===== config.mk =====
export PLATFORM = sky130hd
export DESIGN_NAME = cbu_branch_unit
export DESIGN_NICKNAME = d
export VERILOG_FILES = /design/src/logic/cbu_pkg.sv /design/src/logic/cbu_branch_unit.sv
export SDC_FILE = /design/constraint.sdc
export NUM_CORES = 1
export LEC_CHECK = 0
export ABC_CLOCK_PERIOD_IN_PS = 5700
export BUFFER_PORTS_ARGS = -buffer_cell sky130_fd_sc_hd__buf_4
export CAP_MARGIN = 30
export CORE_MARGIN = 1
export CORE_UTILIZATION = 23
export CTS_BUF_LIST = sky130_fd_sc_hd__clkbuf_8
export DETAILED_ROUTE_END_ITERATION = 6
export PLACE_DENSITY_LB_ADDON = 0.12
export SLEW_MARGIN = 20
export SYNTH_ARGS = -nofsm -noshare
export SYNTH_HDL_FRONTEND = slang
export SYNTH_SLANG_ARGS = --single-unit

===== constraint.sdc =====
create_clock -name clk_i -period 5.7 [get_ports clk_i]
set_input_delay 0.855 -clock clk_i [delete_from_list [all_inputs] [get_ports clk_i]]
set_output_delay 0.855 -clock clk_i [all_outputs]
set_load 0.005 [all_outputs]

===== src/logic/cbu_pkg.sv =====
// Purpose: Shared constants and types for the conditional branch unit
// Assumes: 16-bit address bus, 8-bit data bus, single CPU clock
// Notes: Opcodes and the dummy-read address are fixed by the instruction set
package cbu_pkg;
    // Bus widths
    localparam int ADDR_W = 16;
    localparam int DATA_W = 8;
    // Branch opcodes
    localparam logic [7:0] OP_ALWAYS = 8'h20;
    localparam logic [7:0] OP_NEVER = 8'h21;
    localparam logic [7:0] OP_UHI = 8'h22;
    localparam logic [7:0] OP_ULS = 8'h23;
    localparam logic [7:0] OP_UHS = 8'h24;
    localparam logic [7:0] OP_ULO = 8'h25;
    localparam logic [7:0] OP_NE = 8'h26;
    localparam logic [7:0] OP_EQ = 8'h27;
    localparam logic [7:0] OP_VC = 8'h28;
    localparam logic [7:0] OP_VS = 8'h29;
    localparam logic [7:0] OP_PL = 8'h2A;
    localparam logic [7:0] OP_MI = 8'h2B;
    localparam logic [7:0] OP_SGE = 8'h2C;
    localparam logic [7:0] OP_SLT = 8'h2D;
    localparam logic [7:0] OP_SGT = 8'h2E;
    localparam logic [7:0] OP_SLE = 8'h2F;
    // Opcode family mask: relative branches are 0x20..0x2F
    localparam logic [3:0] OP_FAMILY = 4'h2;
    // Low bit of the opcode family field
    localparam int FAM_LSB = 4;
    // Dummy third-cycle address and next-instruction step
    localparam logic [15:0] DUMMY_ADDR = 16'hFFFF;
    localparam logic [15:0] PC_STEP = 16'h0002;
    localparam logic [15:0] ADDR_ONE = 16'h0001;
    localparam logic [15:0] RESET_PC = 16'h0000;
    // Condition flag bit positions
    localparam int FLG_C = 0;
    localparam int FLG_V = 1;
    localparam int FLG_Z = 2;
    localparam int FLG_N = 3;
    localparam int FLG_W = 8;
    // Sequencer states
    typedef enum logic [1:0] {
        CBU_ST_FETCH = 2'b00,
        CBU_ST_OFFSET = 2'b01,
        CBU_ST_DUMMY = 2'b10
    } cbu_state_t;
    // Processor bus request
    typedef struct packed {
        logic [15:0] addr;
        logic rd_wr;
        logic valid;
    } cbu_bus_t;
endpackage : cbu_pkg


===== src/logic/cbu_branch_unit.sv =====
// Purpose: Executes relative conditional branches over a 3-cycle read sequence
// Assumes: Memory returns read data in the same cycle the address is shown
// Notes: Non-branch opcodes are flagged and skipped by one byte
// Notes: Flags are read in the dummy cycle, so late flag updates count
// Notes: Reset starts fetching at the reset address; no vector fetch
// Behaviour
// [RULE1] Negative branch taken only when N set
// [RULE2] Nonzero branches on Z clear; equal on Z
// [RULE3] Taken target is opcode address plus two plus offset
// [RULE4] Three reads: opcode, offset, dummy FFFF
// [RULE5] Signed greater/less-equal use Z or (N xor V)
// [RULE6] Signed greater-equal/less use N xor V
// [RULE7] Unsigned higher/lower-same use C or Z
// [RULE8] Unsigned higher-same/lower use carry flag
// [RULE9] Overflow, no-overflow, positive test V and N
// [RULE10] Always jumps; never skips but eats offset
// [RULE11] Offset byte sign-extended before the add
// [RULE12] Branches never alter condition flags
// [RULE13] Untaken branch continues at opcode plus two
`timescale 1ns/1ps
`default_nettype none
module cbu_branch_unit
    import cbu_pkg::*;
#(
    parameter int AW = 16 // Address width
) (
    input wire logic clk_i, // 20 MHz CPU clock
    input wire logic rst_b_i, // Async reset, active low
    input wire logic [7:0] rdata_i, // Read data from program memory
    input wire logic [cbu_pkg::FLG_W-1:0] flags_i, // Condition flags in
    output var cbu_pkg::cbu_bus_t bus_o, // Address, read strobe, valid
    output logic [cbu_pkg::FLG_W-1:0] flags_o, // Condition flags out
    output logic [15:0] pc_o, // Program counter
    output logic taken_o, // Pulse: branch taken
    output logic done_o, // Pulse: instruction finished
    output logic illegal_o // Pulse: opcode not a branch
);
    import cbu_pkg::*;

    // Width check at elaboration; the bus struct carries a fixed-width address
    if (AW != ADDR_W) begin : g_bad_aw
        $error("cbu_branch_unit: AW must equal ADDR_W");
    end

    cbu_state_t state_ff; // Sequencer state
    cbu_state_t nxt_state; // Next sequencer state
    logic [15:0] pc_ff; // Opcode address of current instruction
    logic [15:0] nxt_pc; // Next opcode address
    logic [7:0] op_ff; // Latched opcode
    logic [7:0] off_ff; // Latched offset byte
    cbu_bus_t bus_ff; // Registered bus request
    cbu_bus_t nxt_bus; // Next bus request
    logic [FLG_W-1:0] flags_ff; // Registered flags
    logic taken_ff; // Taken pulse
    logic done_ff; // Done pulse
    logic illegal_ff; // Illegal pulse
    logic cond; // Branch condition of latched opcode
    logic [15:0] off_ext; // Sign-extended offset
    logic n_x_v; // N xor V
    logic fam_hit; // Fetched byte lies in the branch family

    // Condition decode from latched opcode and live flags
    always_comb begin
        n_x_v = flags_i[FLG_N] ^ flags_i[FLG_V]; // RULE6
        case (op_ff)
            // Unconditional pair
            OP_ALWAYS: cond = 1'b1; // RULE10
            OP_NEVER: cond = 1'b0; // RULE10
            // Unsigned compares
            OP_UHI: cond = ~(flags_i[FLG_C] | flags_i[FLG_Z]); // RULE7
            OP_ULS: cond = flags_i[FLG_C] | flags_i[FLG_Z]; // RULE7
            OP_UHS: cond = ~flags_i[FLG_C]; // RULE8
            OP_ULO: cond = flags_i[FLG_C]; // RULE8
            // Zero flag tests
            OP_NE: cond = ~flags_i[FLG_Z]; // RULE2
            OP_EQ: cond = flags_i[FLG_Z]; // RULE2
            // Overflow and sign tests
            OP_VC: cond = ~flags_i[FLG_V]; // RULE9
            OP_VS: cond = flags_i[FLG_V]; // RULE9
            OP_PL: cond = ~flags_i[FLG_N]; // RULE9
            OP_MI: cond = flags_i[FLG_N]; // RULE1
            // Signed compares
            OP_SGE: cond = ~n_x_v; // RULE6
            OP_SLT: cond = n_x_v; // RULE6
            OP_SGT: cond = ~(flags_i[FLG_Z] | n_x_v); // RULE5
            OP_SLE: cond = flags_i[FLG_Z] | n_x_v; // RULE5
            default: cond = 1'b0; // Not a branch
        endcase
    end

    // Offset sign extension; the top data bit fills the high address byte
    always_comb begin
        off_ext = {{(ADDR_W - DATA_W){off_ff[DATA_W-1]}}, off_ff}; // RULE11
    end

    // Family decode of the byte on the data bus; anything else is not ours
    always_comb begin
        fam_hit = (rdata_i[DATA_W-1:FAM_LSB] == OP_FAMILY); // RULE4
    end

    // Next state, bus request and PC
    always_comb begin
        // Defaults: hold state, pc and bus request
        nxt_state = state_ff;
        nxt_pc = pc_ff;
        nxt_bus = bus_ff;
        case (state_ff)
            CBU_ST_FETCH: begin
                // Opcode read at pc presented now; capture into op_ff
                if (fam_hit) begin
                    // Relative branch: offset byte is read next
                    nxt_state = CBU_ST_OFFSET;
                    nxt_bus.addr = pc_ff + ADDR_ONE; // RULE4
                end else begin
                    // Not a branch: step over the single byte
                    nxt_pc = pc_ff + ADDR_ONE;
                    nxt_bus.addr = pc_ff + ADDR_ONE;
                end
            end
            CBU_ST_OFFSET: begin
                // Offset byte on the bus now; dummy read follows
                nxt_state = CBU_ST_DUMMY;
                nxt_bus.addr = DUMMY_ADDR; // RULE4
            end
            CBU_ST_DUMMY: begin
                // Dummy read at FFFF now; decide and fetch the next opcode
                nxt_state = CBU_ST_FETCH;
                if (cond) begin
                    // Taken: relative to the end of the two-byte instruction
                    nxt_pc = pc_ff + PC_STEP + off_ext; // RULE3
                end else begin
                    // Not taken: fall through, same three cycles spent
                    nxt_pc = pc_ff + PC_STEP; // RULE13
                end
                nxt_bus.addr = nxt_pc;
            end
            default: begin
                // Unused state code: recover to fetch
                nxt_state = CBU_ST_FETCH;
                nxt_bus.addr = pc_ff;
            end
        endcase
        // Every cycle of the sequence is a read
        nxt_bus.rd_wr = 1'b1; // RULE4
        nxt_bus.valid = 1'b1;
    end

    // State, PC and bus registers
    always_ff @(posedge clk_i or negedge rst_b_i) begin
        if (!rst_b_i) begin
            state_ff <= CBU_ST_FETCH;
            pc_ff <= RESET_PC;
            bus_ff <= '{addr: RESET_PC, rd_wr: 1'b1, valid: 1'b1};
        end else begin
            state_ff <= nxt_state;
            pc_ff <= nxt_pc;
            bus_ff <= nxt_bus;
        end
    end

    // Opcode capture during the fetch cycle
    always_ff @(posedge clk_i or negedge rst_b_i) begin
        if (!rst_b_i) begin
            op_ff <= '0;
        end else if (state_ff == CBU_ST_FETCH) begin
            // Held through offset and dummy cycles for the decode
            op_ff <= rdata_i;
        end
    end

    // Offset capture; done even when the branch can never be taken
    always_ff @(posedge clk_i or negedge rst_b_i) begin
        if (!rst_b_i) begin
            off_ff <= '0;
        end else if (state_ff == CBU_ST_OFFSET) begin
            off_ff <= rdata_i; // RULE10
        end
    end

    // Flags pass through untouched
    always_ff @(posedge clk_i or negedge rst_b_i) begin
        if (!rst_b_i) begin
            flags_ff <= '0;
        end else begin
            flags_ff <= flags_i; // RULE12
        end
    end

    // Taken pulse: one cycle after a dummy read whose condition held
    always_ff @(posedge clk_i or negedge rst_b_i) begin
        if (!rst_b_i) begin
            taken_ff <= 1'b0;
        end else begin
            taken_ff <= (state_ff == CBU_ST_DUMMY) && cond;
        end
    end

    // Done pulse: one cycle after every dummy read
    always_ff @(posedge clk_i or negedge rst_b_i) begin
        if (!rst_b_i) begin
            done_ff <= 1'b0;
        end else begin
            done_ff <= (state_ff == CBU_ST_DUMMY); // RULE4
        end
    end

    // Illegal pulse: fetched byte outside the branch family
    always_ff @(posedge clk_i or negedge rst_b_i) begin
        if (!rst_b_i) begin
            illegal_ff <= 1'b0;
        end else begin
            illegal_ff <= (state_ff == CBU_ST_FETCH) && !fam_hit;
        end
    end

    // Every output straight from its register
    assign bus_o = bus_ff;
    assign flags_o = flags_ff;
    assign pc_o = pc_ff;
    assign taken_o = taken_ff;
    assign done_o = done_ff;
    assign illegal_o = illegal_ff;
endmodule : cbu_branch_unit
`default_nettype wire


==> impl_metrics.csv <==
group,metric,value,unit
run,maxCapViolations,0,
worst_setup_path,cp.required,5.98,ns
yosys,synth_edf_count,0,
grt,top_usage_layer,"met2",
worst_setup_path,r2r_slack,2.15,ns
cts,cts_htree_levels,3,
timing,skew,0.02110,ns
worst_setup_path,reg2reg_from,"pc_o[1]",
layout,drive_gt1_share,20.00,%
cts,cts_tree,"done",
worst_setup_path,path_buf_inv,0,
yosys,yosysTopAreaCellShare,38.11,%
worst_setup_path,critical-path-top-delay-family,"simple AND/OR/NAND/NOR gates",
grt,grt_use_met3,2.721,%
yosys,yosysTopAreaCell,"dfrtp_1",
timing,min_period,3.545,ns
power,power_density,446.5,nW/um2
timing,tightest_slew,0.7992,ns
layout,fillers,1817,
worst_setup_path,crit_fanout,10,
timing,relSlewSlack,46.72,%
layout,insertedDiodeCount,0,
layout,fin_nets,539,
worst_setup_path,arrival,3.83,ns
worst_setup_path,cp_slowest_stage_delay,0.56,ns
power,leakagePower,2.196,nW
drt,drt_iter0_drc,166,
worst_setup_path,worstReg2RegEnd,"bus_o[16]",
grt,track_usage,13.91,%
cts,root_buffer,"clkbuf_8",
grt,grt_pass1_wl,18930,um
cts,clkLatencyLatePin,0.38,ns
worst_setup_path,cp-endpoint,"bus_o[16]",
layout,syn_to_final_growth,21.34,%
yosys,yosysSeqAreaShare,38.11,%
timing,setup_viol,0,
yosys,yosysWarnings,0,
drt,vias_per_cell,4.691,
timing,setup-tns-final,0,ns
grt,grt_pass1_vias,3412,
yosys,synth.area.top_cells,"dfrtp_1, ha_1, nand2_1",
worst_setup_path,cp.depth,14,
yosys,synth-main-ff-cell,"dfrtp_1",
worst_setup_path,cp_cell_sequence,"ha_1 > nand3_1 > nor3_2 > nand2_1 > xnor2_1 > ha_1 > a21oi_1 > o21ai_0 > a21oi_1 > nor2b_1 > a311oi_1 > xnor2_1 > nor2_1 > nor3_1",
timing,finalHoldViolCount,0,
timing,rsz0062_at_grt,"no",
timing,fmax,0.2821,GHz
worst_setup_path,reg2reg_depth,14,
floorplan,die_area,17950,um2
power,total_power,0.002170,W
cts,cts_hold_buf,0,
grt,grt_max_degree,62,
worst_setup_path,critPathLaunch,"pc_o[1]",
floorplan,io-pin-count,63,
yosys,synth_seq_cells,61,
floorplan,core,16820,um2
drt,routed_wl,11640,um
cts,clockBufferDepth,2,
worst_setup_path,path_class,"reg2reg",
yosys,async_reset_ff_share,100.0,%
floorplan,die_width,134.0,um
worst_setup_path,cp-end-kind,"register",
placement,gp_congestion,0.8380,
cts,ctsResizeCount,0,
min_path,min_path_type,"reg2reg",
grt,overflow,0,
grt,met2_usage,21.01,%
outcome,status,"finished, final reports clean",
placement,io_buffers,60,
drt,drcViolationCount,0,
drt,drtPass1Iterations,5,
floorplan,start_util,23.81,%
worst_setup_path,crit_slowest_cell,"dfrtp_1",
cts,cts_sinks,61,
yosys,synth_area_per_cell,8.822,um2
drt,vias,3401,
worst_setup_path,start_kind,"register",
drt,wire_per_inst,16.05,um
cts,cts-buffers-inserted,9,
cts,post_cts_buffers,0,
grt,grt_antenna_before_repair,0,
yosys,synth_cells,454,
timing,finalCritPeriodShare,62.20,%
timing,slew_violations,0,
drt,postRouteAntennaNets,0,
cts,clk_transition_reported_paths,0.08,ns
yosys,ys_types,65,
placement,dp_hpwl,8639,um
power,vdd_drop_max,198.5,uV
grt,grtUsageMet1,18.95,%
yosys,netlist_area,4005,um2
floorplan,floorplan.die.height,134.0,um
floorplan,rows,47,
==> flip-flops by register name, indices dropped and copies added, names as in the netlist <==
register,count
pc_o,16
off_ff,8
illegal_o,1
bus_o,16
done_o,1
state_ff,2
flags_o,8
op_ff,8
taken_o,1
==> power by group <==
part	switching (W)	internal, W
logic	0.000523	0.000484
registers	0.000143	0.000528
clock network	0.000199	0.000292
total	0.000865	0.00130
==> cells in the mapped netlist, types with 7 or more instances <==
cell type  number
clkbuf_1       12
a21o_1          9
o22ai_1         7
inv_1          11
and2_1          7
xnor2_1        22
nand3_1        14
mux2_2          9
xor2_1         21
o21ai_0        21
buf_2           7
nor2_1         38
nor3_1         10
a21oi_1        36
dfrtp_1        61
ha_1           20
nand2_1        61
==> how the worst min path moves through the flow <==
stage | from | endpoint | cells after the start
after floorplan | op_ff[5] | op_ff[5] | 2
after global placement | op_ff[5] | op_ff[5] | 2
after detailed placement | op_ff[4] | op_ff[4] | 2
after CTS | op_ff[4] | op_ff[4] | 2
after global routing | op_ff[5] | op_ff[5] | 2
final | op_ff[5] | op_ff[5] | 2
==> logic make-up after synthesis <==
logic type                 synth area share [%]
and+or+nand+nor                           19.37
other                                   0.09363
DFF                                       38.11
buffers and inverters                     4.811
AOI/OAI and AO/OA                         18.18
xor gates and xnor gates                  9.403
muxes                                     3.280
adders and majority gates                 6.748
==> through the flow <==
step / cell area, um2 / utilization [%] / setup slack (ns) / hold WS [ns] / cells
4_1_cts: 4860 / 28.89 / 2.158 / 0.4892 / 725
5_1_grt: 4860 / 28.89 / 1.881 / 0.5071 / 725
2_1_floorplan: 4009 / - / 2.508 / 0.4376 / 455
3_5_place_dp: 4613 / 27.43 / 2.184 / 0.4716 / 709
3_3_place_gp: 4613 / 27.43 / 2.274 / 0.4536 / 709
6_report: 4860 / 28.89 / 2.155 / 0.4855 / 725
==> layout by cell type (no fill, tap or decap), drive strengths merged, types with 3 or more instances in the layout <==
| cell | synthesis | final |
|---|---|---|
| buf | 17 | 63 |
| inv | 12 | 13 |
| xnor2 | 22 | 22 |
| xor2 | 21 | 21 |
| a211oi | 4 | 4 |
| dfrtp | 61 | 61 |
| nand3 | 14 | 14 |
| and3 | 3 | 3 |
| a21o | 9 | 9 |
| nand2 | 63 | 63 |
| nand2b | 3 | 3 |
| nor2b | 5 | 5 |
| nor2 | 38 | 38 |
| o211ai | 5 | 5 |
| or3 | 3 | 3 |
| mux2i | 3 | 3 |
| nor4b | 3 | 3 |
| a21oi | 36 | 36 |
| nand4 | 6 | 6 |
| o22ai | 7 | 7 |
| clkbuf | 12 | 9 |
| a221oi | 3 | 3 |
| nor3 | 11 | 11 |
| mux2 | 9 | 9 |
| bufinv | 0 | 3 |
| o21ai | 23 | 23 |
| ha | 20 | 20 |
| and2 | 8 | 8 |
==> tightest hold or removal path, cell delays in order, from the launching register on <==
cell and delay [ns]:
dfrtp_1 0.35, nand2_1 0.05, nand2_1 0.06
==> per-layer routing <==
| metal | share of wire, % | wire length (um) |
|---|---|---|
| met3 | 4.0 | 469 |
| met2 | 44 | 5092 |
| met5 | 0 | 0 |
| met4 | 2.6 | 298 |
| met1 | 50 | 5777 |
==> final cells by class <==
type	count	area [um2]	area share [%]
Inverter	13	48.80	1.004
Multi-Input combinational cell	352	2290	47.12
Tap cell	220	275.3	5.664
Clock buffer	9	123.9	2.549
Timing Repair Buffer	63	473.0	9.732
Clock inverter	7	122.6	2.523
Sequential cell	61	1526	31.41
No activity file was read; power rests on OpenSTA's default activity.
